--- src/inc/pdr_consts.svh ---
`ifndef PDR_CONSTS_SVH
`define PDR_CONSTS_SVH

// register indices; byte address is four times the index
`define PDR_IDX_TEN 6'h1a
`define PDR_IDX_BIST1 6'h1b
`define PDR_IDX_BIST2 6'h1c
`define PDR_IDX_DIAG 6'h1e
`define PDR_IDX_RST 6'h1f
`define PDR_IDX_INTST 6'h20
`define PDR_IDX_INTMSK 6'h21

// ten_mbit_ctrl_status fields
`define PDR_TEN_LOWTH 13
`define PDR_TEN_SQ_HI 12
`define PDR_TEN_SQ_LO 9
`define PDR_TEN_NLP 7
`define PDR_TEN_POL 4
`define PDR_TEN_JAB 0
`define PDR_TEN_RW_MASK 16'h3e81
`define PDR_SQ_RESET 4'h0

// selftest_errcount_gap / selftest_packet_length fields
`define PDR_B1_ERR_HI 15
`define PDR_B1_ERR_LO 8
`define PDR_B1_LOCKCLR 15
`define PDR_B1_IPG_HI 7
`define PDR_IPG_RESET 8'h7d
`define PDR_B2_LEN_HI 10
`define PDR_PKTLEN_RESET 11'h5dc
`define PDR_ERR_MAX 8'hff

// cable_diag_control fields
`define PDR_DG_START 15
`define PDR_DG_LQ_HI 9
`define PDR_DG_LQ_LO 8
`define PDR_DG_DONE 1
`define PDR_DG_FAIL 0
`define PDR_LQ_NONE 2'h0

// phy_reset_control fields
`define PDR_RC_SWRST 15
`define PDR_RC_RESTART 14

// interrupt status / mask layout
`define PDR_INT_W 4
`define PDR_INT_DONE 0
`define PDR_INT_FAIL 1
`define PDR_INT_POL 2
`define PDR_INT_SAT 3

`endif

--- src/inc/pdr_pkg.sv ---
package pdr_pkg;

    // controls driven toward the phy circuitry
    typedef struct packed {
        logic lowerRxThresholdEn;
        logic [3:0] squelchLevel;
        logic linkPulseTxOff;
        logic jabberOff;
        logic [7:0] ipgLength;
        logic [10:0] packetLength;
        logic diagStart;
        logic phySoftReset;
        logic phyRestart;
    } pdr_ctrl_t;

    // events and status coming from the phy circuitry
    typedef struct packed {
        logic polarityInv;
        logic bistByteErr;
        logic bistCountMode;
        logic diagDone;
        logic diagFail;
        logic [1:0] linkQuality;
        logic linkUp;
    } pdr_evt_t;

endpackage : pdr_pkg

--- src/core/pdr_regs.sv ---
`include "pdr_consts.svh"

// Summary of operation
// reserved bits read zero and ignore writes
// bit 13 selects lower 10 Mb/s receive threshold, reset 0
// bits 12:9 set squelch threshold, 50mV steps, reset 0 = 200mV
// bit 7 set stops link pulses, clear allows them
// polarity flag mirrors status bit 4, cleared by reading this register
// bit 0 set disables jabber protection, 10 Mb/s only
// bits 15:8 count self-test byte errors, saturate at 0xFF in mode 0
// any write freezes error count; bit 15 also clears running counter
// bits 7:0 give inter-packet gap bytes, reset 0x7D
// bits 10:0 give generated packet length, reset 0x5DC
// software sets start bit, device clears it when done rises
// done and fail bits read-only, reset zero
// bits 9:8 report link quality, valid only while link is up
// bit 15 resets whole phy like hardware reset, then clears
// bit 14 restarts phy circuitry keeping registers, then clears
// after software reset all fields return to defaults
module pdr_regs #(
    parameter int ADDR_W = 8
) (
    // clock, reset, enable
    input wire logic core_clk,
    input wire logic resetn,
    input wire logic ce,
    // apb slave
    input wire logic psel,
    input wire logic penable,
    input wire logic pwrite,
    input wire logic [ADDR_W-1:0] paddr,
    input wire logic [31:0] pwdata,
    output logic pready,
    output logic [31:0] prdata,
    output logic pslverr,
    // phy side
    input wire pdr_pkg::pdr_evt_t phyEvt,
    output pdr_pkg::pdr_ctrl_t phyCtrl,
    output logic polarityMirror,
    output logic irq
);
    import pdr_pkg::*;

    ////////////////////////////////////////////////////////////////////////
    // bus decode

    logic [ADDR_W-3:0] regIdx;
    logic access;
    logic wr;
    logic rd;
    logic wrTen;
    logic rdTen;
    logic wrBist1;
    logic wrBist2;
    logic wrDiag;
    logic wrRst;
    logic wrIntSt;
    logic wrIntMsk;
    logic rstAll;

    logic lowerRxTh;
    logic [3:0] squelch;
    logic nlpOff;
    logic jabOff;
    logic polarity;
    logic [7:0] errCnt;
    logic [7:0] next_errCnt;
    logic [7:0] errLatch;
    logic [7:0] ipgLen;
    logic [10:0] pktLen;
    logic diagStart;
    logic diagDoneBit;
    logic diagFailBit;
    logic swReset;
    logic restart;
    logic [`PDR_INT_W-1:0] intStatus;
    logic [`PDR_INT_W-1:0] intMask;
    logic [`PDR_INT_W-1:0] intEvt;
    logic satEvt;
    logic [31:0] rdWord;
    logic rdHit;

    assign regIdx = paddr[ADDR_W-1:2];
    // the transfer completes only at the edge where pready is seen high
    assign access = ce && psel && penable && pready;
    assign wr = access && pwrite;
    assign rd = access && !pwrite;
    assign wrTen = wr && (regIdx == `PDR_IDX_TEN);
    assign rdTen = rd && (regIdx == `PDR_IDX_TEN);
    assign wrBist1 = wr && (regIdx == `PDR_IDX_BIST1);
    assign wrBist2 = wr && (regIdx == `PDR_IDX_BIST2);
    assign wrDiag = wr && (regIdx == `PDR_IDX_DIAG);
    assign wrRst = wr && (regIdx == `PDR_IDX_RST);
    assign wrIntSt = wr && (regIdx == `PDR_IDX_INTST);
    assign wrIntMsk = wr && (regIdx == `PDR_IDX_INTMSK);

    // software reset acts as the pin does on every register except swReset itself and the apb answer flops
    assign rstAll = !resetn || swReset;

    ////////////////////////////////////////////////////////////////////////
    // read mux; unlisted bits stay zero

    always_comb begin
        rdWord = 32'h0000_0000;
        rdHit = 1'b1;
        case (regIdx)
            `PDR_IDX_TEN: begin
                rdWord[`PDR_TEN_LOWTH] = lowerRxTh;
                rdWord[`PDR_TEN_SQ_HI:`PDR_TEN_SQ_LO] = squelch;
                rdWord[`PDR_TEN_NLP] = nlpOff;
                rdWord[`PDR_TEN_POL] = polarity;
                rdWord[`PDR_TEN_JAB] = jabOff;
            end
            `PDR_IDX_BIST1: begin
                rdWord[`PDR_B1_ERR_HI:`PDR_B1_ERR_LO] = errLatch;
                rdWord[`PDR_B1_IPG_HI:0] = ipgLen;
            end
            `PDR_IDX_BIST2: begin
                rdWord[`PDR_B2_LEN_HI:0] = pktLen;
            end
            `PDR_IDX_DIAG: begin
                rdWord[`PDR_DG_START] = diagStart;
                // quality means nothing without link, so hide it then
                rdWord[`PDR_DG_LQ_HI:`PDR_DG_LQ_LO] =
                    phyEvt.linkUp ? phyEvt.linkQuality : `PDR_LQ_NONE;
                rdWord[`PDR_DG_DONE] = diagDoneBit;
                rdWord[`PDR_DG_FAIL] = diagFailBit;
            end
            `PDR_IDX_RST: begin
                rdWord[`PDR_RC_SWRST] = swReset;
                rdWord[`PDR_RC_RESTART] = restart;
            end
            `PDR_IDX_INTST: begin
                rdWord[`PDR_INT_W-1:0] = intStatus;
            end
            `PDR_IDX_INTMSK: begin
                rdWord[`PDR_INT_W-1:0] = intMask;
            end
            default: begin
                rdHit = 1'b0;
            end
        endcase
    end

    ////////////////////////////////////////////////////////////////////////
    // apb answer: one wait-free access phase, data latched at setup

    always_ff @(posedge core_clk) begin
        if (!resetn) begin
            pready <= 1'b0;
            prdata <= 32'h0000_0000;
            pslverr <= 1'b0;
        end else if (ce) begin
            pready <= psel && !penable;
            if (psel && !penable) begin
                prdata <= pwrite ? 32'h0000_0000 : rdWord;
                pslverr <= !rdHit;
            end
        end
    end

    ////////////////////////////////////////////////////////////////////////
    // 10 Mb/s controls

    always_ff @(posedge core_clk) begin
        if (rstAll) begin
            lowerRxTh <= 1'b0;
            squelch <= `PDR_SQ_RESET;
            nlpOff <= 1'b0;
            jabOff <= 1'b0;
        end else if (ce && wrTen) begin
            lowerRxTh <= pwdata[`PDR_TEN_LOWTH];
            squelch <= pwdata[`PDR_TEN_SQ_HI:`PDR_TEN_SQ_LO];
            nlpOff <= pwdata[`PDR_TEN_NLP];
            jabOff <= pwdata[`PDR_TEN_JAB];
        end
    end

    // a fresh detection in the clearing read's cycle is kept
    always_ff @(posedge core_clk) begin
        if (rstAll) begin
            polarity <= 1'b0;
        end else if (ce) begin
            if (phyEvt.polarityInv) begin
                polarity <= 1'b1;
            end else if (rdTen) begin
                polarity <= 1'b0;
            end
        end
    end

    ////////////////////////////////////////////////////////////////////////
    // self-test error counting and packet settings

    always_comb begin
        next_errCnt = errCnt;
        if (phyEvt.bistByteErr &&
            !(errCnt == `PDR_ERR_MAX && !phyEvt.bistCountMode)) begin
            next_errCnt = 8'(errCnt + 8'h01);
        end
    end

    assign satEvt = !phyEvt.bistCountMode && (errCnt != `PDR_ERR_MAX) &&
        (next_errCnt == `PDR_ERR_MAX);

    always_ff @(posedge core_clk) begin
        if (rstAll) begin
            errCnt <= 8'h00;
            errLatch <= 8'h00;
        end else if (ce) begin
            if (wrBist1) begin
                errLatch <= errCnt;
                // an error landing with the clear still counts once
                if (pwdata[`PDR_B1_LOCKCLR]) begin
                    errCnt <= {7'h00, phyEvt.bistByteErr};
                end else begin
                    errCnt <= next_errCnt;
                end
            end else begin
                errCnt <= next_errCnt;
            end
        end
    end

    always_ff @(posedge core_clk) begin
        if (rstAll) begin
            ipgLen <= `PDR_IPG_RESET;
            pktLen <= `PDR_PKTLEN_RESET;
        end else if (ce) begin
            if (wrBist1) begin
                ipgLen <= pwdata[`PDR_B1_IPG_HI:0];
            end
            if (wrBist2) begin
                pktLen <= pwdata[`PDR_B2_LEN_HI:0];
            end
        end
    end

    ////////////////////////////////////////////////////////////////////////
    // cable diagnostic handshake

    always_ff @(posedge core_clk) begin
        if (rstAll) begin
            diagStart <= 1'b0;
        end else if (ce) begin
            if (wrDiag) begin
                diagStart <= pwdata[`PDR_DG_START];
            end else if (phyEvt.diagDone) begin
                diagStart <= 1'b0;
            end
        end
    end

    // a new start clears old results; a result in that cycle wins
    always_ff @(posedge core_clk) begin
        if (rstAll) begin
            diagDoneBit <= 1'b0;
            diagFailBit <= 1'b0;
        end else if (ce) begin
            if (phyEvt.diagDone) begin
                diagDoneBit <= 1'b1;
            end else if (wrDiag && pwdata[`PDR_DG_START]) begin
                diagDoneBit <= 1'b0;
            end
            if (phyEvt.diagFail) begin
                diagFailBit <= 1'b1;
            end else if (wrDiag && pwdata[`PDR_DG_START]) begin
                diagFailBit <= 1'b0;
            end
        end
    end

    ////////////////////////////////////////////////////////////////////////
    // software reset and restart, one-cycle self-clearing pulses

    always_ff @(posedge core_clk) begin
        if (!resetn) begin
            swReset <= 1'b0;
        end else if (ce) begin
            swReset <= !swReset && wrRst && pwdata[`PDR_RC_SWRST];
        end
    end

    always_ff @(posedge core_clk) begin
        if (rstAll) begin
            restart <= 1'b0;
        end else if (ce) begin
            restart <= wrRst && pwdata[`PDR_RC_RESTART];
        end
    end

    ////////////////////////////////////////////////////////////////////////
    // interrupts: sticky status, write one to clear, set wins

    always_comb begin
        intEvt = '0;
        intEvt[`PDR_INT_DONE] = phyEvt.diagDone;
        intEvt[`PDR_INT_FAIL] = phyEvt.diagFail;
        intEvt[`PDR_INT_POL] = phyEvt.polarityInv;
        intEvt[`PDR_INT_SAT] = satEvt;
    end

    always_ff @(posedge core_clk) begin
        if (rstAll) begin
            intStatus <= '0;
        end else if (ce) begin
            intStatus <= (intStatus &
                ~(wrIntSt ? pwdata[`PDR_INT_W-1:0] : '0)) | intEvt;
        end
    end

    always_ff @(posedge core_clk) begin
        if (rstAll) begin
            intMask <= '0;
        end else if (ce && wrIntMsk) begin
            intMask <= pwdata[`PDR_INT_W-1:0];
        end
    end

    always_ff @(posedge core_clk) begin
        if (rstAll) begin
            irq <= 1'b0;
        end else if (ce) begin
            irq <= |(intStatus & intMask);
        end
    end

    ////////////////////////////////////////////////////////////////////////
    // outputs, all taken from flops

    assign phyCtrl.lowerRxThresholdEn = lowerRxTh;
    assign phyCtrl.squelchLevel = squelch;
    assign phyCtrl.linkPulseTxOff = nlpOff;
    assign phyCtrl.jabberOff = jabOff;
    assign phyCtrl.ipgLength = ipgLen;
    assign phyCtrl.packetLength = pktLen;
    assign phyCtrl.diagStart = diagStart;
    assign phyCtrl.phySoftReset = swReset;
    assign phyCtrl.phyRestart = restart;
    assign polarityMirror = polarity;
endmodule : pdr_regs

--- config.mk ---
export PLATFORM = sky130hd
export DESIGN_NAME = pdr_regs
export DESIGN_NICKNAME = d
export VERILOG_FILES = /design/src/inc/pdr_pkg.sv /design/src/core/pdr_regs.sv
export VERILOG_INCLUDE_DIRS = /design/src /design/src/inc
export SDC_FILE = /design/constraint.sdc
export NUM_CORES = 1
export LEC_CHECK = 0
export BUFFER_PORTS_ARGS = -buffer_cell sky130_fd_sc_hd__buf_2
export CAP_MARGIN = 20
export CELL_PAD_IN_SITES_DETAIL_PLACEMENT = 2
export CELL_PAD_IN_SITES_GLOBAL_PLACEMENT = 2
export CORE_MARGIN = 2
export CORE_UTILIZATION = 29
export CTS_BUF_LIST = sky130_fd_sc_hd__clkbuf_16
export CTS_CLUSTER_SIZE = 24
export DETAILED_ROUTE_END_ITERATION = 10
export HOLD_SLACK_MARGIN = 0.1
export PLACE_DENSITY_LB_ADDON = 0.15
export REMOVE_ABC_BUFFERS = 1
export SLEW_MARGIN = 20
export SYNTH_ARGS = -nofsm -noshare
export SYNTH_HDL_FRONTEND = slang
export SYNTH_SLANG_ARGS = --single-unit
--- constraint.sdc ---
create_clock -name core_clk -period 2.18 [get_ports core_clk]
set_clock_uncertainty 0.15 [all_clocks]
set_input_delay 0.218 -clock core_clk [delete_from_list [all_inputs] [get_ports core_clk]]
set_output_delay 0.218 -clock core_clk [all_outputs]
set_load 0.05 [all_outputs]
=== Word level (Yosys, flattened, before mapping) ===
Index checks and enable logic that the tools add are counted.

* Output and inout bits: 65
* Input port bits: 54
* Flip-flop bits (word level): 91
* Logic and storage cells: 106

* Muxes and demuxes: 26
* Reductions and logical operators: 45
* Add/subtract/negate cells: 1
* Equal/unequal tests: 10
* Bitwise logic cells: 4

{| class="wikitable"
|+ Operators with widths
! operator !! count
|-
| equality test 6 x 5 -> 1 bit, second input constant || 5
|-
| logical AND 1 bit || 24
|-
| two-way mux 8 bit || 3
|-
| equality test 8 bit, second input constant || 2
|-
| two-way mux 16 bit || 1
|-
| one-hot mux 1 bit (3 select lines) || 5
|-
| AND reduction 2 bit || 7
|-
| equality test 6 bit, second input constant || 2
|-
| adder 8 x 1 -> 8 bit, second input constant || 1
|-
| bitwise AND 4 bit || 2
|-
| two-way mux 1 bit || 8
|-
| != test 8 bit, second input constant || 1
|-
| one-hot mux 2 bit (4 select lines) || 1
|-
| nonzero test 2 bit || 4
|-
| logical NOT 1 bit || 7
|-
| OR reduction 7 bit || 1
|-
| one-hot mux 1 bit (6 select lines) || 1
|-
| one-hot mux 3 bit (2 select lines) || 1
|-
| one-hot mux 1 bit (5 select lines) || 1
|-
| two-way mux 4 bit || 1
|-
| inverter 4 bit || 1
|-
| bitwise OR 4 bit || 1
|-
| one-hot mux 1 bit (4 select lines) || 1
|-
| one-hot mux 2 bit (2 select lines) || 1
|-
| other kinds (4) || 4
|}

=== Logic depth before layout (Yosys ltp) ===
Gate-level depths: netlist of the first run.

* Depth in word-level cells: 9
* Depth in mapped cells: 7
* Depth with buffers taken out: 5

=== Least setup slack after synthesis of the first run ===
Ideal clock, no wire load.

* Path type: register to register
* From: register pready
* To: register ipgLen[0]
* Data arrival time: 1.755 ns
* Cell stages (with the launch flop): 8
* Clock period less this slack: 1.967 ns
* Required time: 1.967 ns
* Buffers on the path: 3
* Setup time: 0.063 ns
* Setup slack: 0.213 ns
* Cells stage by stage: dfxtp_1 > and4_1 > buf_2 > and2_1 > buf_2 > clkbuf_1 > nand3_1 > nand3_1

* Longest elaborated chain between the ends: 4

{| class="wikitable"
|+ RTL lines
! item !! line !! source
|-
| start, declared || pdr_regs.sv:33 || <nowiki>output logic pready,</nowiki>
|-
| start signal, assigned || pdr_regs.sv:154 || <nowiki>pready <= psel && !penable;</nowiki>
|-
| logical AND 1 bit || pdr_regs.sv:85 || <nowiki>assign access = ce && psel && penable && pready;</nowiki>
|-
| logical AND 1 bit || pdr_regs.sv:86 || <nowiki>assign wr = access && pwrite;</nowiki>
|-
| logical AND 1 bit || pdr_regs.sv:90 || <nowiki>assign wrBist1 = wr && (regIdx == `PDR_IDX_BIST1);</nowiki>
|-
| AND reduction 2 bit (no source line) || - ||
|-
| end signal, assigned || pdr_regs.sv:227 || <nowiki>ipgLen <= `PDR_IPG_RESET;</nowiki>
|-
| end signal, assigned || pdr_regs.sv:231 || <nowiki>ipgLen <= pwdata[`PDR_B1_IPG_HI:0];</nowiki>
|-
| end, declared || pdr_regs.sv:69 || <nowiki>logic [7:0] ipgLen;</nowiki>
|}

No other way between the ends.
A chain may end at the register's enable or synchronous reset.

=== Final worst setup path of the first run ===
* From: register pready
* To: register intStatus[0]

* Longest elaborated chain between the ends: 7

{| class="wikitable"
|+ RTL lines
! item !! line !! source
|-
| logical AND 1 bit || pdr_regs.sv:85 ||
|-
| logical AND 1 bit || pdr_regs.sv:86 ||
|-
| logical AND 1 bit || pdr_regs.sv:94 || <nowiki>assign wrIntSt = wr && (regIdx == `PDR_IDX_INTST);</nowiki>
|-
| two-way mux 4 bit || pdr_regs.sv:308 || <nowiki>~(wrIntSt ? pwdata[`PDR_INT_W-1:0] : '0)) | intEvt;</nowiki>
|-
| inverter 4 bit || pdr_regs.sv:308 ||
|-
| bitwise AND 4 bit || pdr_regs.sv:307 || <nowiki>intStatus <= (intStatus &</nowiki>
|-
| bitwise OR 4 bit || pdr_regs.sv:307 ||
|-
| end signal, assigned || pdr_regs.sv:307 ||
|-
| end, declared || pdr_regs.sv:76 || <nowiki>logic [`PDR_INT_W-1:0] intStatus;</nowiki>
|}

No other way between the ends.

==> qor.yml, run 1 <==
layout:
  multi_input_area_um2: 2053
  area.growth.synth_to_final_pct: 30.90
  seqCellArea_um2: 1501
  antenna_cells: 0
  drive_gt1_frac: 0.2491
  nets: 628
  final_util: 0.3921
  fill_cells: 1482
power_and_ir_drop:
  power_density_nw_per_um2: 661.4
  ir_drop_mv: 0.3281
  leakagePower_uw: 0.002082
  total_power_uw: 3313
detailed_routing:
  viasPerCell: 5.296
  ant_nets: 0
  via_count: 3972
  drc_errors: 0
  drt_iter0_drc: 174
  wire_per_inst_um: 20.30
  wirelength_um: 15220
  drt_first_pass_iters: 4
sta:
  worstMarginPinSlew_ns: 0.6708
  timing.hold.ws_ns: 0.1193
  period_share: 0.9570
  setup_viol: 0
  drv_slew: 0
  rsz0062_at_grt: "no"
  fmax_mhz: 479.3
  hold_viol: 0
  fin_crit_ns: 2.086
  slew_headroom: 0.5528
yosys:
  synth_ff_type: "dfxtp_1"
  synth_cell_types: 59
  ys_seq_elements: 75
  ys_warn_count: 0
  synthCells: 462
  synth_area_per_cell_um2: 8.282
  synth_edf_count: 0
  ys_async_sr_fraction: 0
  yosysSeqAreaShare: 0.3924
  syn_area_um2: 3826
clock_network:
  cts_setup_buffers: 0
  cts_tree: "yes"
  cts_sinks: 75
  cts-buffers-inserted: 9
  clkTransAtPathRegs_ns: 0.06
  clock_path_buffers: 2
  cts_max_level: 3
  clk_latency_ns: 0.34
  cts_root_buffer: "clkbuf_16"
die:
  fp.coreArea_um2: 12770
  ios: 119
  initial_core_util: 0.2995
  placement_rows: 41
  die-area_um2: 14130
  die_x_um: 118.9
  die_h_um: 118.9
global_route:
  antenna_found_initial: 0
  gr-usage-met2: 0.3764
  grt_overflow: 0
  grt_pass1_vias: 4328
  grt_use_met1: 0.2910
  use_met3: 0.02730
  grt_usage: 0.2202
  grt_max_degree: 28
  grt_busiest_layer: "met2"
  grt_pass1_wl_um: 24370
critical_path:
  critPathBufInv: 2
  worst_ep_required_time_ns: 2.26
  crit_path_max_incr_delay_ns: 0.56
  cp_slowest_cell: "dlygate4sd3_1"
  crit_chain: "and4_2 -> nand2_1 -> nor3_1 -> buf_4 -> a311oi_1 -> dlygate4sd3_1"
  critPathMaxFanout: 7
  worstPathArrival_ns: 2.16
  path_class: "flip-flop to flip-flop"
  critPathCaptureType: "flip-flop"
  cpLargestDelayFamily: "buffers and inverters"
  start_kind: "flip-flop"
place:
  dp_hpwl_um: 10720
  gp_congestion: 0.8333
  port_buffers: 84
hold_path:
  worstHoldPathType: "input pin to flip-flop"
outcome:
  run_status: "finished, final reports clean"
job:
  cap_violations: 0
cell families (layout without fill, tap and decap cells):
logic type,Yosys count,count (layout),share of synthesized area
AO/OA/AOI/OAI,112,112,0.1988
adder cells (fa/ha/maj),1,1,0.003270
buffers and inverters,59,160,0.08600
flip-flops,75,75,0.3924
multiplexers,18,18,0.04840
other,1,16,0.0009801
AND/OR/NAND/NOR,196,196,0.2701
sequential cells by signal (all words and copies together), names as in the netlist:
signal,cells
errCnt,8
prdata,16
intStatus,4
lowerRxTh,1
errLatch,8
pktLen,11
jabOff,1
polarityMirror,1
nlpOff,1
restart,1
diagStart,1
pslverr,1
swReset,1
squelch,4
diagFailBit,1
ipgLen,8
pready,1
diagDoneBit,1
intMask,4
irq,1
power breakdown:
part	switching [µW]	internal, µW	total (µW)
Sequential	11.9	1380	1400
Clock	585	988	1570
Combinational	234	110	345
cells in the final DEF, fill, tap and decap left out, types with 4 or more instances in the layout:
master / count
nor2_1: 15
buf_2: 84
mux2i_1: 14
nand2_1: 55
conb_1: 16
a22oi_1: 5
a21oi_1: 38
dfxtp_1: 75
o211ai_1: 4
dlygate4sd3_1: 23
inv_1: 4
buf_4: 31
nand4_1: 8
nor3_1: 10
a22o_1: 7
clkbuf_16: 9
o311ai_0: 4
a21boi_0: 7
o21ai_0: 11
a311oi_1: 5
mux2_2: 4
nor2b_1: 7
nand3_1: 61
nand2b_1: 9
Yosys cell counts (4+ instances only):
cell / instances / area share
nand2_1: 55 / 0.054
a22o_1: 7 / 0.016
nor2_1: 15 / 0.015
nor3_1: 10 / 0.013
clkbuf_1: 19 / 0.019
dfxtp_1: 75 / 0.39
a21oi_1: 38 / 0.050
o211ai_1: 4 / 0.0078
nand4_1: 8 / 0.013
o311ai_0: 4 / 0.0092
nand2b_1: 9 / 0.015
nor2b_1: 7 / 0.011
mux2_2: 4 / 0.012
a22oi_1: 5 / 0.0098
o21ai_0: 11 / 0.014
buf_4: 25 / 0.049
a21boi_0: 7 / 0.014
buf_2: 11 / 0.014
nand3_1: 61 / 0.080
a311oi_1: 5 / 0.011
mux2i_1: 14 / 0.037
worst register-to-register path: stages, from the launching register on:
cell and delay, ns:
dfxtp_1 0.35, and4_2 0.37, nand2_1 0.11, nor3_1 0.18, buf_4 0.17, a311oi_1 0.09, dlygate4sd3_1 0.56
routing by layer:
layer  up-vias  share of wire
met4         0          0.012
met5         -              0
met3        12          0.033
li1       1884              -
met2        84           0.49
met1      1992           0.46
layout make-up:
class                           instances  area share
Multi-Input combinational cell        343      0.4099
Sequential cell                        75      0.2998
Timing Repair Buffer                  140      0.1826
Clock buffer                            9     0.04497
Tap cell                              172     0.04297
Clock inverter                          7     0.01674
Inverter                                4    0.002998
final timing paths:
check | startpoint | endpoint | cells past startpoint | slack, ns
worst min register to register | prdata[6] | prdata[6] | 2 | 0.31
worst min-delay path | resetn | prdata[13] | 2 | 0.12
worst max-delay path | pready | intStatus[0] | 6 | 0.09
worst max register to register | pready | intStatus[0] | 6 | 0.09
timing repair:
action | CTS | global route
hold endpoints to repair | 38 | 0
resized for setup | 0 | 2
hold buffers | 23 | 0
endpoints found under the setup margin | 0 | 3
stage by stage:
stage | cell area, µm² | instances | setup TNS (ns) | setup slack, ns
2_1_floorplan | 3568 | 422 | -1.491 | -0.1480
3_3_place_gp | 4464 | 711 | 0 | 0.2417
3_5_place_dp | 4464 | 711 | 0 | 0.1643
4_1_cts | 5004 | 750 | 0 | 0.01872
5_1_grt | 5009 | 750 | 0 | 0.002331
6_report | 5009 | 750 | 0 | 0.09377
Power figures use the tool's default switching activity.
==> run 2, diff against run 1 <==
--- a/config.mk
+++ b/config.mk
@@ -17,7 +17,6 @@
 export DETAILED_ROUTE_END_ITERATION = 10
 export HOLD_SLACK_MARGIN = 0.1
 export PLACE_DENSITY_LB_ADDON = 0.15
-export REMOVE_ABC_BUFFERS = 1
 export SLEW_MARGIN = 20
 export SYNTH_ARGS = -nofsm -noshare
 export SYNTH_HDL_FRONTEND = slang
==> run 2 against run 1 <==
Wire length shrank 3.9%. Die area is the same. Maximum frequency grew 4.0%. Via count shrank 1.1%. Sequential power is essentially flat. First-iteration DRC count grew 29%. Clock power grew 18%. Combinational power shrank 2%. Highest routed layer unchanged.
==> qor.yml, run 2 (synthesis results as in run 1) <==
detailed_routing:
  via_count: 3928  # -1.1%
  wirelength_um: 14630  # -3.9%
  drt_first_pass_iters: 4  # unchanged
  ant_nets: 0  # unchanged
  drc_errors: 0  # unchanged
  viasPerCell: 5.301  # about the same
  drt_iter0_drc: 224  # +29%
  wire_per_inst_um: 19.74  # -2.7%
die:
  die-area_um2: 14130  # unchanged
  die_x_um: 118.9  # unchanged
  initial_core_util: 0.2995  # unchanged
  placement_rows: 41  # unchanged
  fp.coreArea_um2: 12770  # unchanged
  die_h_um: 118.9  # unchanged
  ios: 119  # unchanged
critical_path:
  reg2reg_depth: 5  # -1
  start_kind: "flip-flop"
  r2r-start: "errCnt[1]"
  regToRegSetupSlack_ns: 0.17  # +0.08 ns
  critPathMaxFanout: 10  # +3
  worst_ep_required_time_ns: 2.31  # +0.05 ns
  worstPathArrival_ns: 2.13  # -0.03 ns
  reg2reg_to: "errCnt[3]"
  critPathCaptureType: "flip-flop"
  path_class: "flip-flop to flip-flop"
sta:
  period_share: 0.9200  # -0.03697
  timing.hold.ws_ns: 0.1296  # +0.01025 ns
  setup_tns_ns: 0  # unchanged
  hold_viol: 0  # unchanged
  slew_headroom: 0.5480  # -0.004770
  worst_slack_ns: 0.1744  # +0.08060 ns
  rsz0062_at_grt: "no"
  setup_viol: 0  # unchanged
  worstMarginPinSlew_ns: 0.6780  # +0.007154 ns
  drv_slew: 0  # unchanged
  fin_crit_ns: 2.006  # -0.08060 ns
  fmax_mhz: 498.6  # +4.0%
hold_path:
  whs_path_depth: 2  # unchanged
  worstHoldPathType: "input pin to flip-flop"
  hold_end: "prdata[15]"
  hold_start: "paddr[3]"
clock_network:
  cts_max_level: 3  # unchanged
  cts_setup_buffers: 0  # unchanged
  cts_root_buffer: "clkbuf_16"
  clock_path_buffers: 2  # unchanged
  cts-buffers-inserted: 9  # unchanged
  cts_tree: "yes"
  clkTransAtPathRegs_ns: 0.06  # about the same
  cts_sinks: 75  # unchanged
  clk_latency_ns: 0.34  # about the same
global_route:
  grt_pass1_vias: 4125  # -4.7%
  grt_pass1_wl_um: 23710  # -2.7%
  grt_usage: 0.2157  # -0.004535
  grt_max_degree: 42  # +50%
  antenna_found_initial: 0  # unchanged
  grt_overflow: 0  # unchanged
layout:
  drive_gt1_frac: 0.2443  # -0.004847
  reg_top3: "prdata (16), pktLen (11)"
  antenna_cells: 0  # unchanged
  final_util: 0.3922  # about the same
  nets: 619  # -1.4%
  mostFrequentLayoutCell: "buf_2"
  largest_reg_flops: 16  # unchanged
  area.growth.synth_to_final_pct: 30.94  # about the same
  largest-register: "prdata"
  layout_common_cells: "buf_2, dfxtp_1, nand3_1"
place:
  dp_slack_ns: 0.1890  # +0.02465 ns
  port_buffers: 84  # unchanged
  gp_congestion: 0.8193  # -1.7%
  dp_hpwl_um: 10600  # -1.2%
outcome:
  run_status: "finished, final reports clean"
power_and_ir_drop:
  leakagePower_uw: 0.002069  # -0.61%
  power_density_nw_per_um2: 717.2  # +8.4%
  ir_drop_mv: 0.3288  # +0.21%
job:
  cap_violations: 0  # unchanged
-- run 2: cell count changes in the layout (fill, tap and decap cells not counted), sizes merged --
cell,previous run,this run
dlygate4sd3,23,20
buf,117,111
clkinv,4,1
inv,4,5
bufinv,2,4
-- run 2: area by class of cell --
cell class	count	area [µm²]
fill	1409	7764
multi-input combinational	343	2052
sequential	75	1501
timing repair buffer	131	860.8
clock buffer	9	225.2
tap	172	215.2
clock inverter	7	140.1
inverter	4	15.01
-- run 2: worst max-delay path by stage --
stage                     end  slack [ns]       from
finish              errCnt[3]        0.17  errCnt[1]
global route        errCnt[0]        0.02     pready
CTS                 errCnt[0]        0.17     pready
detailed placement  errCnt[0]        0.19     pready
global placement    prdata[9]        0.27         ce
floorplan           ipgLen[0]        0.21     pready
-- run 2: power by group --
group / switching, µW / leakage (µW) / internal [µW] / total, µW
logic: 231 / 0.00129 / 107 / 339
clock network: 626 / 0.000177 / 1230 / 1860
registers: 10.6 / 0.000606 / 1380 / 1390
-- run 2: layer usage --
layer | vias up | GRT usage | part of all wire
met5 | - | 0 | 0
met4 | 0 | 0.05878 | 0.013
met3 | 14 | 0.03975 | 0.031
met2 | 85 | 0.3578 | 0.48
met1 | 1960 | 0.2870 | 0.48
li1 | 1869 | - | -
-- run 2: timing repair --
| item | CTS | global route |
|---|---|---|
| hold buffers | 20 | 0 |
| setup endpoints to repair | 0 | 0 |
| hold endpoints to repair | 42 | 0 |
| resized for setup | 0 | 0 |
-- run 2: worst max-delay path, cell delays in order, from the launching register on --
cell	delay [ns]
dfxtp_1	0.41
ha_1	0.23
nand3_2	0.20
o311ai_0	0.64
a31oi_1	0.16
a21oi_1	0.15
-- run 2: metrics by stage --
stage	instance area [µm²]	cells	power [µW]
after floorplan	3882	477	1638
after global placement	4444	705	1726
after detailed placement	4444	705	1733
after CTS	5010	741	3638
after global routing	5010	741	3720
final	5010	741	3593
==> run 3, diff against run 2 <==
--- a/config.mk
+++ b/config.mk
@@ -11,7 +11,7 @@
 export CELL_PAD_IN_SITES_DETAIL_PLACEMENT = 2
 export CELL_PAD_IN_SITES_GLOBAL_PLACEMENT = 2
 export CORE_MARGIN = 2
-export CORE_UTILIZATION = 29
+export CORE_UTILIZATION = 31
 export CTS_BUF_LIST = sky130_fd_sc_hd__clkbuf_16
 export CTS_CLUSTER_SIZE = 24
 export DETAILED_ROUTE_END_ITERATION = 10
==> constraint.sdc (replaced) <==
create_clock -name core_clk -period 2.6 [get_ports core_clk]
set_clock_uncertainty 0.15 [all_clocks]
set_input_delay 0.26 -clock core_clk [delete_from_list [all_inputs] [get_ports core_clk]]
set_output_delay 0.26 -clock core_clk [all_outputs]
set_load 0.05 [all_outputs]
==> run 3 against run 2 <==
Register-to-register slack better by 0.29 ns. Critical endpoint unchanged. Via count decreased by 0.79%. Maximum frequency is 6.3% lower. First-iteration DRC count shrank 31%. Flip-flop and latch count unchanged. Clock power decreased by 40%. Sequential share of layout area rose by 1.8 points. Critical path type unchanged. Die area fell by 6.2%. Worst hold slack worse by 0.026 ns. Design area decreased by 5.6%. Non-clock buffer count fell by 12. Wire length about the same.
==> qor.yml, run 3 (synthesis results as in run 1) <==
outcome:
  run_status: "finished, final reports clean"
critical_path:
  reg2reg_depth: 5  # unchanged
  start_kind: "flip-flop"
  critPathBufInv: 0  # unchanged
  crit_chain: "ha_1 -> nand3_2 -> o311ai_0 -> or4b_1 -> a21oi_1"
  path_class: "flip-flop to flip-flop"
  worst_ep_required_time_ns: 2.65  # +0.34 ns
  reg2reg_to: "errCnt[3]"
  r2r-start: "errCnt[0]"
  crit_path_max_incr_delay_ns: 0.58  # -0.06 ns
  critPathCaptureType: "flip-flop"
  cpLargestDelayFamily: "compound AO/OA/AOI/OAI gates"
  regToRegSetupSlack_ns: 0.46  # +0.29 ns
  critPathMaxFanout: 10  # unchanged
  worstPathArrival_ns: 2.19  # +0.06 ns
  cp_slowest_cell: "o311ai_0"
sta:
  fmax_mhz: 467.3  # -6.3%
  timing.hold.ws_ns: 0.1036  # -0.02595 ns
  hold_viol: 0  # unchanged
  fin_crit_ns: 2.140  # +0.1341 ns
  drv_slew: 0  # unchanged
  period_share: 0.8230  # -0.09704
  worstMarginPinSlew_ns: 0.7855  # +0.1075 ns
  setup_tns_ns: 0  # unchanged
  setup_viol: 0  # unchanged
  slew_headroom: 0.4723  # -0.07570
  rsz0062_at_grt: "no"
layout:
  drive_gt1_frac: 0.2266  # -0.01767
  mostFrequentLayoutCell: "buf_2"
  fin_cells: 703  # -5.1%
  antenna_cells: 0  # unchanged
  largest_reg_flops: 16  # unchanged
  largest-register: "prdata"
  reg_top3: "prdata (16), pktLen (11)"
  layout_common_cells: "buf_2, dfxtp_1, nand3_1"
  nets: 607  # -1.9%
  area.growth.synth_to_final_pct: 23.64
clock_network:
  clk_latency_ns: 0.34  # about the same
  cts_root_buffer: "clkbuf_16"
  cts_resized: 0  # unchanged
  hold_buffers: 17  # -15%
  cts_sinks: 75  # unchanged
  cts_max_level: 3  # unchanged
  clock_path_buffers: 2  # unchanged
  cts_tree: "yes"
  clkTransAtPathRegs_ns: 0.06  # about the same
  cts-buffers-inserted: 9  # unchanged
  cts_setup_buffers: 0  # unchanged
hold_path:
  worstHoldPathType: "input pin to flip-flop"
  whs_path_depth: 3  # +1
  hold_start: "ce"
  hold_end: "pready"
power_and_ir_drop:
  p_int_uw: 1866  # -32%
  pwr-share-clk: 0.437  # -0.081
  ir_drop_mv: 0.1990  # -39%
  power_density_nw_per_um2: 541.2  # -25%
  switchingPower_uw: 694.2  # -20%
  p_seq_frac: 0.457  # +0.069
  swShare: 0.2711  # +0.02954
  p_comb_frac: 0.106  # +0.012
  leakagePower_uw: 0.001954  # -5.6%
detailed_routing:
  drc_errors: 0  # unchanged
  viasPerCell: 5.543  # +4.6%
  ant_nets: 0  # unchanged
  wire_per_inst_um: 20.81  # +5.4%
  via_count: 3897  # -0.79%
  drt_iter0_drc: 154  # -31%
  drt_first_pass_iters: 4  # unchanged
  wirelength_um: 14630  # about the same
global_route:
  grt_max_degree: 42  # unchanged
  antenna_found_initial: 0  # unchanged
  grt_usage: 0.2266  # +0.01093
  grt_pass1_wl_um: 22910  # -3.4%
  grt_pass1_vias: 4058  # -1.6%
  grt_overflow: 0  # unchanged
die:
  ios: 119  # unchanged
  placement_rows: 40  # -2.4%
  die-area_um2: 13250  # -6.2%
  initial_core_util: 0.3185  # +0.01900
  die_x_um: 115.1  # -3.2%
  die_h_um: 115.1  # -3.2%
  fp.coreArea_um2: 12010  # -6.0%
place:
  gp_congestion: 0.8362  # +2.1%
  dp_hpwl_um: 10180  # -3.9%
  dp.cells: 671  # -4.8%
  port_buffers: 84  # unchanged
job:
  cap_violations: 0  # unchanged
## run 3: changes by cell type in the layout (fill, tap and decap cells not counted), sizes merged
cell and delta:
buf -9, bufinv -4, dlygate4sd3 -3, clkinv +2, inv +1
## run 3: worst max path at each step
stage / startpoint / endpoint / slack, ns / depth (start not counted)
after global placement: paddr[7] / errCnt[0] / 0.56 / 5
after global routing: errCnt[0] / errCnt[3] / 0.29 / 5
after detailed placement: paddr[3] / intStatus[2] / 0.43 / 5
after CTS: errCnt[0] / errCnt[3] / 0.46 / 5
after floorplan: pready / ipgLen[0] / 0.63 / 7
final: errCnt[0] / errCnt[3] / 0.46 / 5
## run 3: worst reg2reg max path, delay by kind of cell, from the launching register on
kind | cells | cell delay (ns)
adder cells (fa/ha/maj) | 1 | 0.34
AND/OR/NAND/NOR | 2 | 0.43
AO/OA/AOI/OAI | 2 | 0.63
flip-flops | 1 | 0.46
## run 3: layout make-up
| class | count | area [µm²] |
|---|---|---|
| fillers | 1380 | 7281 |
| multi-input cells | 343 | 2052 |
| flip-flops and latches | 75 | 1501 |
| repair buffers | 119 | 725.7 |
| clock buffers | 9 | 225.2 |
| well taps | 147 | 183.9 |
| clock inverters | 6 | 27.53 |
| inverters | 4 | 15.01 |
## run 3: power groups by stage
stage	sequential [µW]	combinational [µW]	clock, µW
final	1170	271	1120
after global routing	1170	290	1200
after CTS	1170	270	1140
after detailed placement	1200	248	0
after global placement	1190	243	0
after floorplan	1200	170	0
## run 3: per-layer routing
layer  GRT usage  wire (µm)  share of wire  vias to the layer above
met5           0          0              0                        -
met4     0.06827        158          0.011                        0
met3     0.03163        480          0.033                       13
met2      0.3902       7162           0.49                       91
met1      0.2949       6825           0.47                     1952
li1            -          -              -                     1841
## run 3: stage by stage
stage	area (µm²)	total power (µW)	setup slack [ns]	util
finish	4731	2560	0.4603	0.3939
global route	4731	2658	0.2860	0.3939
CTS	4731	2579	0.4610	0.3939
detailed placement	4308	1443	0.4324	0.3586
global placement	4308	1438	0.5553	0.3586
floorplan	3882	1374	0.6326	-
